$ cat src/design/clock_gate_consts.vh
`ifndef CLOCK_GATE_CONSTS_VH
`define CLOCK_GATE_CONSTS_VH
// register byte offsets inside the system control space
`define RUN_GATE_OFF        12'h104
`define SLEEP_GATE_OFF      12'h114
`define DEEP_GATE_OFF       12'h124
`define RUN_CFG_OFF         12'h060
`define IRQ_STATUS_OFF      12'h130
`define IRQ_MASK_OFF        12'h134
// writable gating bits; all other bits are reserved, read as zero
`define GATE_WR_MASK        32'h030F5037
`define GATE_RESET          32'h00000000
// automatic gating select bit in the run clock configuration register
`define AUTO_GATE_BIT       27
`define RUN_CFG_MASK        32'h08000000
// interrupt status bit positions
`define IRQ_FAULT_BIT       0
`define IRQ_DEEP_BIT        1
`define IRQ_MASK_BITS       32'h00000003
// axi response codes
`define RESP_OKAY           2'h0
`define RESP_SLVERR         2'h2
// power modes presented to the selector
`define MODE_RUN            2'h0
`define MODE_SLEEP          2'h1
`define MODE_DEEP           2'h2
`endif

$ cat src/design/gate_select.v
`timescale 1ns/10ps
`default_nettype none
`include "clock_gate_consts.vh"
// picks the gating word that applies in the present power mode
module gate_select (
  // power mode and selection
  input  wire [1:0]  powerMode,
  input  wire        autoGate,
  // the three gating words
  input  wire [31:0] runGate,
  input  wire [31:0] sleepGate,
  input  wire [31:0] deepGate,
  // resulting enables
  output reg  [31:0] activeGate
);
  // sleep copies only count when automatic gating is selected
  always @* begin
    activeGate = runGate;
    if (autoGate) begin
      case (powerMode)
        `MODE_SLEEP: activeGate = sleepGate;
        `MODE_DEEP:  activeGate = deepGate;
        default:     activeGate = runGate;
      endcase
    end
  end
endmodule // gate_select
`default_nettype wire

$ cat src/design/deep_sleep_clock_gating.v
// Overview of operation
// - set bit clocks a unit, clear bit stops it
// - access to unclocked unit raises bus fault while ce is high
// - reset clears every gating bit to zero
// - run, sleep, deep-sleep copies share one layout
// - sleep copies apply only with auto gating
// - bits 25 and 24 gate the comparators
`timescale 1ns/10ps
`default_nettype none
`include "clock_gate_consts.vh"
module deep_sleep_clock_gating (
  // clock, reset, enable
  input  wire        clk,
  input  wire        rst_n,
  input  wire        ce,
  // axi4-lite write address
  input  wire [11:0] s_axi_awaddr,
  input  wire        s_axi_awvalid,
  output wire        s_axi_awready,
  // axi4-lite write data
  input  wire [31:0] s_axi_wdata,
  input  wire [3:0]  s_axi_wstrb,
  input  wire        s_axi_wvalid,
  output wire        s_axi_wready,
  // axi4-lite write response
  output reg  [1:0]  s_axi_bresp,
  output reg         s_axi_bvalid,
  input  wire        s_axi_bready,
  // axi4-lite read address
  input  wire [11:0] s_axi_araddr,
  input  wire        s_axi_arvalid,
  output wire        s_axi_arready,
  // axi4-lite read data
  output reg  [31:0] s_axi_rdata,
  output reg  [1:0]  s_axi_rresp,
  output reg         s_axi_rvalid,
  input  wire        s_axi_rready,
  // power mode from the system controller, same clock
  input  wire        sleepMode,
  input  wire        deepSleepMode,
  // peripheral access check
  input  wire        periphAccess,
  input  wire [4:0]  periphIndex,
  output reg         busFault,
  // per-unit clock enables and interrupt
  output reg  [31:0] clkEnable,
  output wire        irq
);
  // software-visible state
  reg  [31:0] runGate_q;     // run copy
  reg  [31:0] sleepGate_q;   // sleep copy
  reg  [31:0] deepGate_q;    // deep-sleep copy
  reg  [31:0] runCfg_q;      // holds the auto gating select bit
  reg  [31:0] irqStatus_q;   // sticky events
  reg  [31:0] irqMask_q;     // event enables
  // write channel holding state
  reg         awHeld_q;      // address captured
  reg         wHeld_q;       // data captured
  reg  [11:0] awAddr_q;      // captured address
  reg  [31:0] wData_q;       // captured data
  reg  [3:0]  wStrb_q;       // captured strobes
  reg         deepPrev_q;    // for deep-sleep entry edge
  wire [31:0] activeGate;    // word for the present mode
  wire [1:0]  powerMode;     // encoded mode
  wire        doWrite;       // both halves present
  reg  [31:0] readData;      // read mux result
  reg         readHit;       // read address mapped
  reg         writeHit;      // write address mapped
  wire        faultEvent;    // gated unit touched
  wire        deepEvent;     // deep-sleep entered
  reg  [31:0] irqEvents;     // events of this cycle at their status bits
  // merge strobed bytes of new data over old, keep only legal bits
  function [31:0] merge;
    input [31:0] oldVal;
    input [31:0] newVal;
    input [3:0]  strb;
    input [31:0] legal;
    integer i;
    reg [31:0] tmp;
    begin
      tmp = oldVal;
      for (i = 0; i < 4; i = i + 1) begin
        if (strb[i]) begin
          tmp[i*8 +: 8] = newVal[i*8 +: 8];
        end
      end
      merge = tmp & legal;
    end
  endfunction
  // deep-sleep outranks sleep when both are asserted
  assign powerMode = deepSleepMode ? `MODE_DEEP :
                     (sleepMode ? `MODE_SLEEP : `MODE_RUN);
  gate_select u_sel (
    .powerMode  (powerMode),
    .autoGate   (runCfg_q[`AUTO_GATE_BIT]),
    .runGate    (runGate_q),
    .sleepGate  (sleepGate_q),
    .deepGate   (deepGate_q),
    .activeGate (activeGate)
  );
  // a channel stays ready until its half is captured and the
  // response is returned, so one write at a time is under way;
  // readies drop while ce is low, so no request is lost in a freeze;
  // a response is only retired with ce high, so a master must not
  // take one while the block is frozen
  assign s_axi_awready = ce & ~awHeld_q & ~s_axi_bvalid;
  assign s_axi_wready  = ce & ~wHeld_q & ~s_axi_bvalid;
  assign s_axi_arready = ce & ~s_axi_rvalid;
  assign doWrite       = awHeld_q & wHeld_q & ~s_axi_bvalid;
  assign faultEvent    = periphAccess & ~clkEnable[periphIndex];
  assign deepEvent     = deepSleepMode & ~deepPrev_q;
  assign irq           = |(irqStatus_q & irqMask_q);
  // write address decode
  always @* begin
    case (awAddr_q)
      `RUN_GATE_OFF, `SLEEP_GATE_OFF, `DEEP_GATE_OFF,
      `RUN_CFG_OFF, `IRQ_STATUS_OFF, `IRQ_MASK_OFF: writeHit = 1'b1;
      default: writeHit = 1'b0; // unmapped answers slverr
    endcase
  end
  // read mux; reserved bits are zero because storage never holds them
  always @* begin
    readHit = 1'b1;
    case (s_axi_araddr)
      `RUN_GATE_OFF:   readData = runGate_q;
      `SLEEP_GATE_OFF: readData = sleepGate_q;
      `DEEP_GATE_OFF:  readData = deepGate_q;
      `RUN_CFG_OFF:    readData = runCfg_q;
      `IRQ_STATUS_OFF: readData = irqStatus_q;
      `IRQ_MASK_OFF:   readData = irqMask_q;
      default: begin
        readData = 32'h00000000;
        readHit  = 1'b0;
      end
    endcase
  end
  // capture write halves in either order
  always @(posedge clk or negedge rst_n) begin
    if (!rst_n) begin
      awHeld_q <= 1'b0;
      wHeld_q  <= 1'b0;
      awAddr_q <= 12'h000;
      wData_q  <= 32'h00000000;
      wStrb_q  <= 4'h0;
    end else if (ce) begin
      if (s_axi_awvalid && s_axi_awready) begin
        awHeld_q <= 1'b1;
        awAddr_q <= s_axi_awaddr;
      end else if (doWrite) begin
        awHeld_q <= 1'b0;
      end
      if (s_axi_wvalid && s_axi_wready) begin
        wHeld_q <= 1'b1;
        wData_q <= s_axi_wdata;
        wStrb_q <= s_axi_wstrb;
      end else if (doWrite) begin
        wHeld_q <= 1'b0;
      end
    end
  end
  // write response
  always @(posedge clk or negedge rst_n) begin
    if (!rst_n) begin
      s_axi_bvalid <= 1'b0;
      s_axi_bresp  <= `RESP_OKAY;
    end else if (ce) begin
      if (doWrite) begin
        s_axi_bvalid <= 1'b1;
        s_axi_bresp  <= writeHit ? `RESP_OKAY : `RESP_SLVERR;
      end else if (s_axi_bready) begin
        s_axi_bvalid <= 1'b0;
      end
    end
  end
  // read response, one cycle after the address is taken
  always @(posedge clk or negedge rst_n) begin
    if (!rst_n) begin
      s_axi_rvalid <= 1'b0;
      s_axi_rdata  <= 32'h00000000;
      s_axi_rresp  <= `RESP_OKAY;
    end else if (ce) begin
      if (s_axi_arvalid && s_axi_arready) begin
        s_axi_rvalid <= 1'b1;
        s_axi_rdata  <= readData;
        s_axi_rresp  <= readHit ? `RESP_OKAY : `RESP_SLVERR;
      end else if (s_axi_rready) begin
        s_axi_rvalid <= 1'b0;
      end
    end
  end
  // gating registers; reset leaves every unit unclocked
  always @(posedge clk or negedge rst_n) begin
    if (!rst_n) begin
      runGate_q   <= `GATE_RESET;
      sleepGate_q <= `GATE_RESET;
      deepGate_q  <= `GATE_RESET;
      runCfg_q    <= 32'h00000000;
      irqMask_q   <= 32'h00000000;
    end else if (ce && doWrite) begin
      // one legal mask covers all copies: same layout everywhere
      case (awAddr_q)
        `RUN_GATE_OFF: runGate_q <=
          merge(runGate_q, wData_q, wStrb_q, `GATE_WR_MASK);
        `SLEEP_GATE_OFF: sleepGate_q <=
          merge(sleepGate_q, wData_q, wStrb_q, `GATE_WR_MASK);
        `DEEP_GATE_OFF: deepGate_q <=
          merge(deepGate_q, wData_q, wStrb_q, `GATE_WR_MASK);
        `RUN_CFG_OFF: runCfg_q <=
          merge(runCfg_q, wData_q, wStrb_q, `RUN_CFG_MASK);
        `IRQ_MASK_OFF: irqMask_q <=
          merge(irqMask_q, wData_q, wStrb_q, `IRQ_MASK_BITS);
        default: ;
      endcase
    end
  end
  // place each event at its status bit position
  always @* begin
    irqEvents                 = 32'h00000000;
    irqEvents[`IRQ_FAULT_BIT] = faultEvent;
    irqEvents[`IRQ_DEEP_BIT]  = deepEvent;
  end
  // sticky status; a new event wins over a same-cycle clear
  always @(posedge clk or negedge rst_n) begin
    if (!rst_n) begin
      irqStatus_q <= 32'h00000000;
    end else if (ce) begin
      irqStatus_q <= (irqStatus_q &
        ~((doWrite && awAddr_q == `IRQ_STATUS_OFF) ?
          (wData_q & `IRQ_MASK_BITS) : 32'h00000000)) |
        irqEvents;
    end
  end
  // enables, fault pulse and mode edge tracking, all registered
  always @(posedge clk or negedge rst_n) begin
    if (!rst_n) begin
      clkEnable  <= 32'h00000000;
      busFault   <= 1'b0;
      deepPrev_q <= 1'b0;
    end else if (ce) begin
      clkEnable  <= activeGate;
      busFault   <= faultEvent;
      deepPrev_q <= deepSleepMode;
    end
  end
endmodule // deep_sleep_clock_gating
`default_nettype wire

$ cat config.mk
export PLATFORM = sky130hd
export DESIGN_NAME = deep_sleep_clock_gating
export DESIGN_NICKNAME = d
export VERILOG_FILES = /design/src/design/gate_select.v /design/src/design/deep_sleep_clock_gating.v
export VERILOG_INCLUDE_DIRS = /design/src /design/src/design
export SDC_FILE = /design/constraint.sdc
export NUM_CORES = 1
export LEC_CHECK = 0
export BUFFER_PORTS_ARGS = -buffer_cell sky130_fd_sc_hd__buf_4
export CAP_MARGIN = 10
export CORE_ASPECT_RATIO = 1.5
export CORE_MARGIN = 2
export CORE_UTILIZATION = 25
export CTS_BUF_LIST = sky130_fd_sc_hd__clkbuf_16
export CTS_CLUSTER_SIZE = 16
export DETAILED_ROUTE_END_ITERATION = 10
export GPL_TIMING_DRIVEN = 0
export PLACE_DENSITY = 0.51
export REMOVE_ABC_BUFFERS = 1
export SETUP_SLACK_MARGIN = 0.5
export SLEW_MARGIN = 20
export SYNTH_ARGS = -nofsm -noshare
export SYNTH_HDL_FRONTEND = slang
export SYNTH_SLANG_ARGS = --single-unit
$ cat constraint.sdc
create_clock -name clk -period 2.4 [get_ports clk]
set_input_delay 0 -clock clk [delete_from_list [all_inputs] [get_ports clk]]
set_output_delay 0 -clock clk [all_outputs]
set_load 0.01 [all_outputs]
==> run metrics <==
outcome finished clean; GR Overflow Total 0; Die X 124 um; CP required 2.64 ns; Root Driver clkbuf_16; pwr/cell area 666 nW/um^2; H-tree depth 3; Post-synth EDFFs 0; Data arrival, critical path 2.11 ns; Detailed Place HPWL 9740 um; Period minus WS final 1.88 ns; worst slew pin tran 0.903 ns; FFs w/ async S/R, synth 1.00; Remaining DRCs 0; Initial DRC Count 178; post-synthesis cell count 468; Crit. End Element flip-flop; # nets final 671; CTS tree done; Critical Path Fanout Max 5; Worst Skew 0.00850 ns; die area 22,900 um^2; final hold violations 0; biggest area consumer among synthesized cells dfrtp_1; Yosys reg bits 109; RR Startpoint awAddr_q[10]$_DFFE_PN0P_; Compound-Gate Fraction of Synth Area 0.0845; routed length per instance 15.7 um; Cell Rows 66; post-synth top area share 0.504; I/O pin count 151; Clock Sinks 109; non-filler instance count after layout 872; final WL 13,700 um; Routed Antenna Nets 0; fin area 7060 um^2; clk_lat worst skew 0.35 ns; Static Leak 0.00337 uW; syn_area_per_cell 11.6 um^2; Core Area 21,500 um^2; Synth Area in Adders 0; total negative slack 0 ns; DP Area 6240 um^2; DR pass1 iterations 5; Synth Cell Area 5420 um^2; synth cell count leaders dfrtp_1, nand2_1, mux2_1; vias in the first global route 3,968; Util after Layout 0.329; multiplexer area fraction after synthesis 0.216; Port Buffer Count 93; min-delay src deepSleepMode; layout cells sized above 1 0.303; antenna cells 0; CTS Buffer Depth 2; Post-synth top flop dfrtp_1; top-count cell post-synth dfrtp_1; Synth Warn # 0; Reg clk slew, reported paths 0.07 ns; Tcrit/Tclk final 0.782; Inst Count DP 813; final setup violation count 0; Setup CP Type reg -> reg; GRT Resource Usage Total 0.124; Setup crit start awAddr_q[10]$_DFFE_PN0P_; xor/xnor cell area share of the yosys netlist 0; vias per cell 4.53; startpoint types flip-flop; MaxCap Viol Count 0; synth top area cells dfrtp_1, mux2_1, mux2_2, buf_4, nand2_1; Slew Viols, Final 0; Synth Area in Simple Gates 0.117; fmax 0.533 GHz; Placer Congestion 0.787; initial core utilization 0.252; register area share after synthesis 0.504; first-pass GRT wire length 21,400 um; TritonCTS buffer count 9; Peak VDD IR 375 uV; Max-slew headroom 0.398; initial antenna violation count 0; DIE HEIGHT 184 um; Cell variety after synth 47; worst min path class in -> reg; Syn-to-layout area delta 30.3%; via count 3,952; main combinational cell family by area after synthesis multiplexers; largest net degree at the start of global routing 110; unrepaired setup endpoints after global routing true; Final Power 4700 uW
==> cell families after synthesis <==
logic type / count (synthesis)
multiplexers: 105
other: 1
AO/OA/AOI/OAI: 62
AND/OR/NAND/NOR: 122
flip-flops: 109
buffers and inverters: 69
==> power by group <==
part	internal [uW]	switching, uW
registers	2130	311
clock network	699	675
logic	481	398
==> stage by stage <==
step | setup WS [ns] | hold WS, ns
after floorplan | 0.544 | -0.296
after global placement | -0.907 | 0.220
after detailed placement | 0.112 | 0.215
after CTS | 0.512 | 0.0430
after global routing | 0.438 | 0.0637
final | 0.524 | 0.0722
==> metal layers <==
metal	part of all wire	global-route usage
met1	0.41	0.145
met3	0.041	0.0238
met4	0.012	0.0382
met5	0	0
met2	0.54	0.224
==> critical path, stage by stage, from the launching register on <==
cell	delay (ns)
dfrtp_1	0.41
nor4_4	0.41
nand4_1	0.19
buf_6	0.19
nor2_4	0.21
mux2_1	0.35
==> cell type report <==
| type | count | area (um^2) |
|---|---|---|
| Clock inverter | 7 | 41.3 |
| Sequential cell | 109 | 2730 |
| Timing Repair Buffer | 138 | 1140 |
| Clock buffer | 9 | 225 |
| Tap cell | 272 | 340 |
| Fill cell | 2157 | 14400 |
| Inverter | 9 | 33.8 |
| Multi-Input combinational cell | 328 | 2550 |
==> state kept, by name, indices dropped and copies added, names as in the netlist, 2 cells and up <==
register,cells
irqStatus_q,2
deepGate_q,13
runGate_q,13
awAddr_q,12
sleepGate_q,13
s_axi_rdata,14
irqMask_q,2
wData_q,14
clkEnable,13
wStrb_q,4
==> final timing paths <==
| check | endpoint | slack (ns) | cells after the start |
|---|---|---|---|
| worst max register to register | deepGate_q[4]$_DFFE_PN0P_ | 0.52 | 5 |
| min in group asynchronous | s_axi_rdata[19]$_DFFE_PN0P_ | 0.30 | 2 |
| worst max-delay path | deepGate_q[4]$_DFFE_PN0P_ | 0.52 | 5 |
| worst min-delay path | irqStatus_q[1]$_DFFE_PN0P_ | 0.07 | 3 |
| worst min register to register | irqStatus_q[1]$_DFFE_PN0P_ | 0.45 | 1 |
| max in group asynchronous | runCfg_q[27]$_DFFE_PN0P_ | 1.38 | 2 |
==> repair_timing <==
item | 4_1_cts | 5_1_grt
hold endpoints to repair | 142 | 0
gates resized for setup | 18 | 19
setup buffers | 6 | 3
hold buffers | 34 | 0
pin swaps | 3 | 9
endpoints found under the setup margin | 73 | 55
==> cell usage in the layout (no fill, tap or decap), types with 3 or more instances in the layout <==
cell           count
mux2_2            36
conb_1            39
nand4_1            4
dlygate4sd3_1     34
a211oi_1           3
inv_1             10
a2bb2oi_1         11
mux2_1            45
a22o_1            16
nor2_4             7
clkbuf_16          9
mux2i_1           17
nor2_1            11
nor2b_1            5
buf_6              4
nand3b_1          16
o21ai_1           14
nand2_1           53
mux2_4             6
buf_4             98
dfrtp_1          108
(Power assumes the default switching activity.)
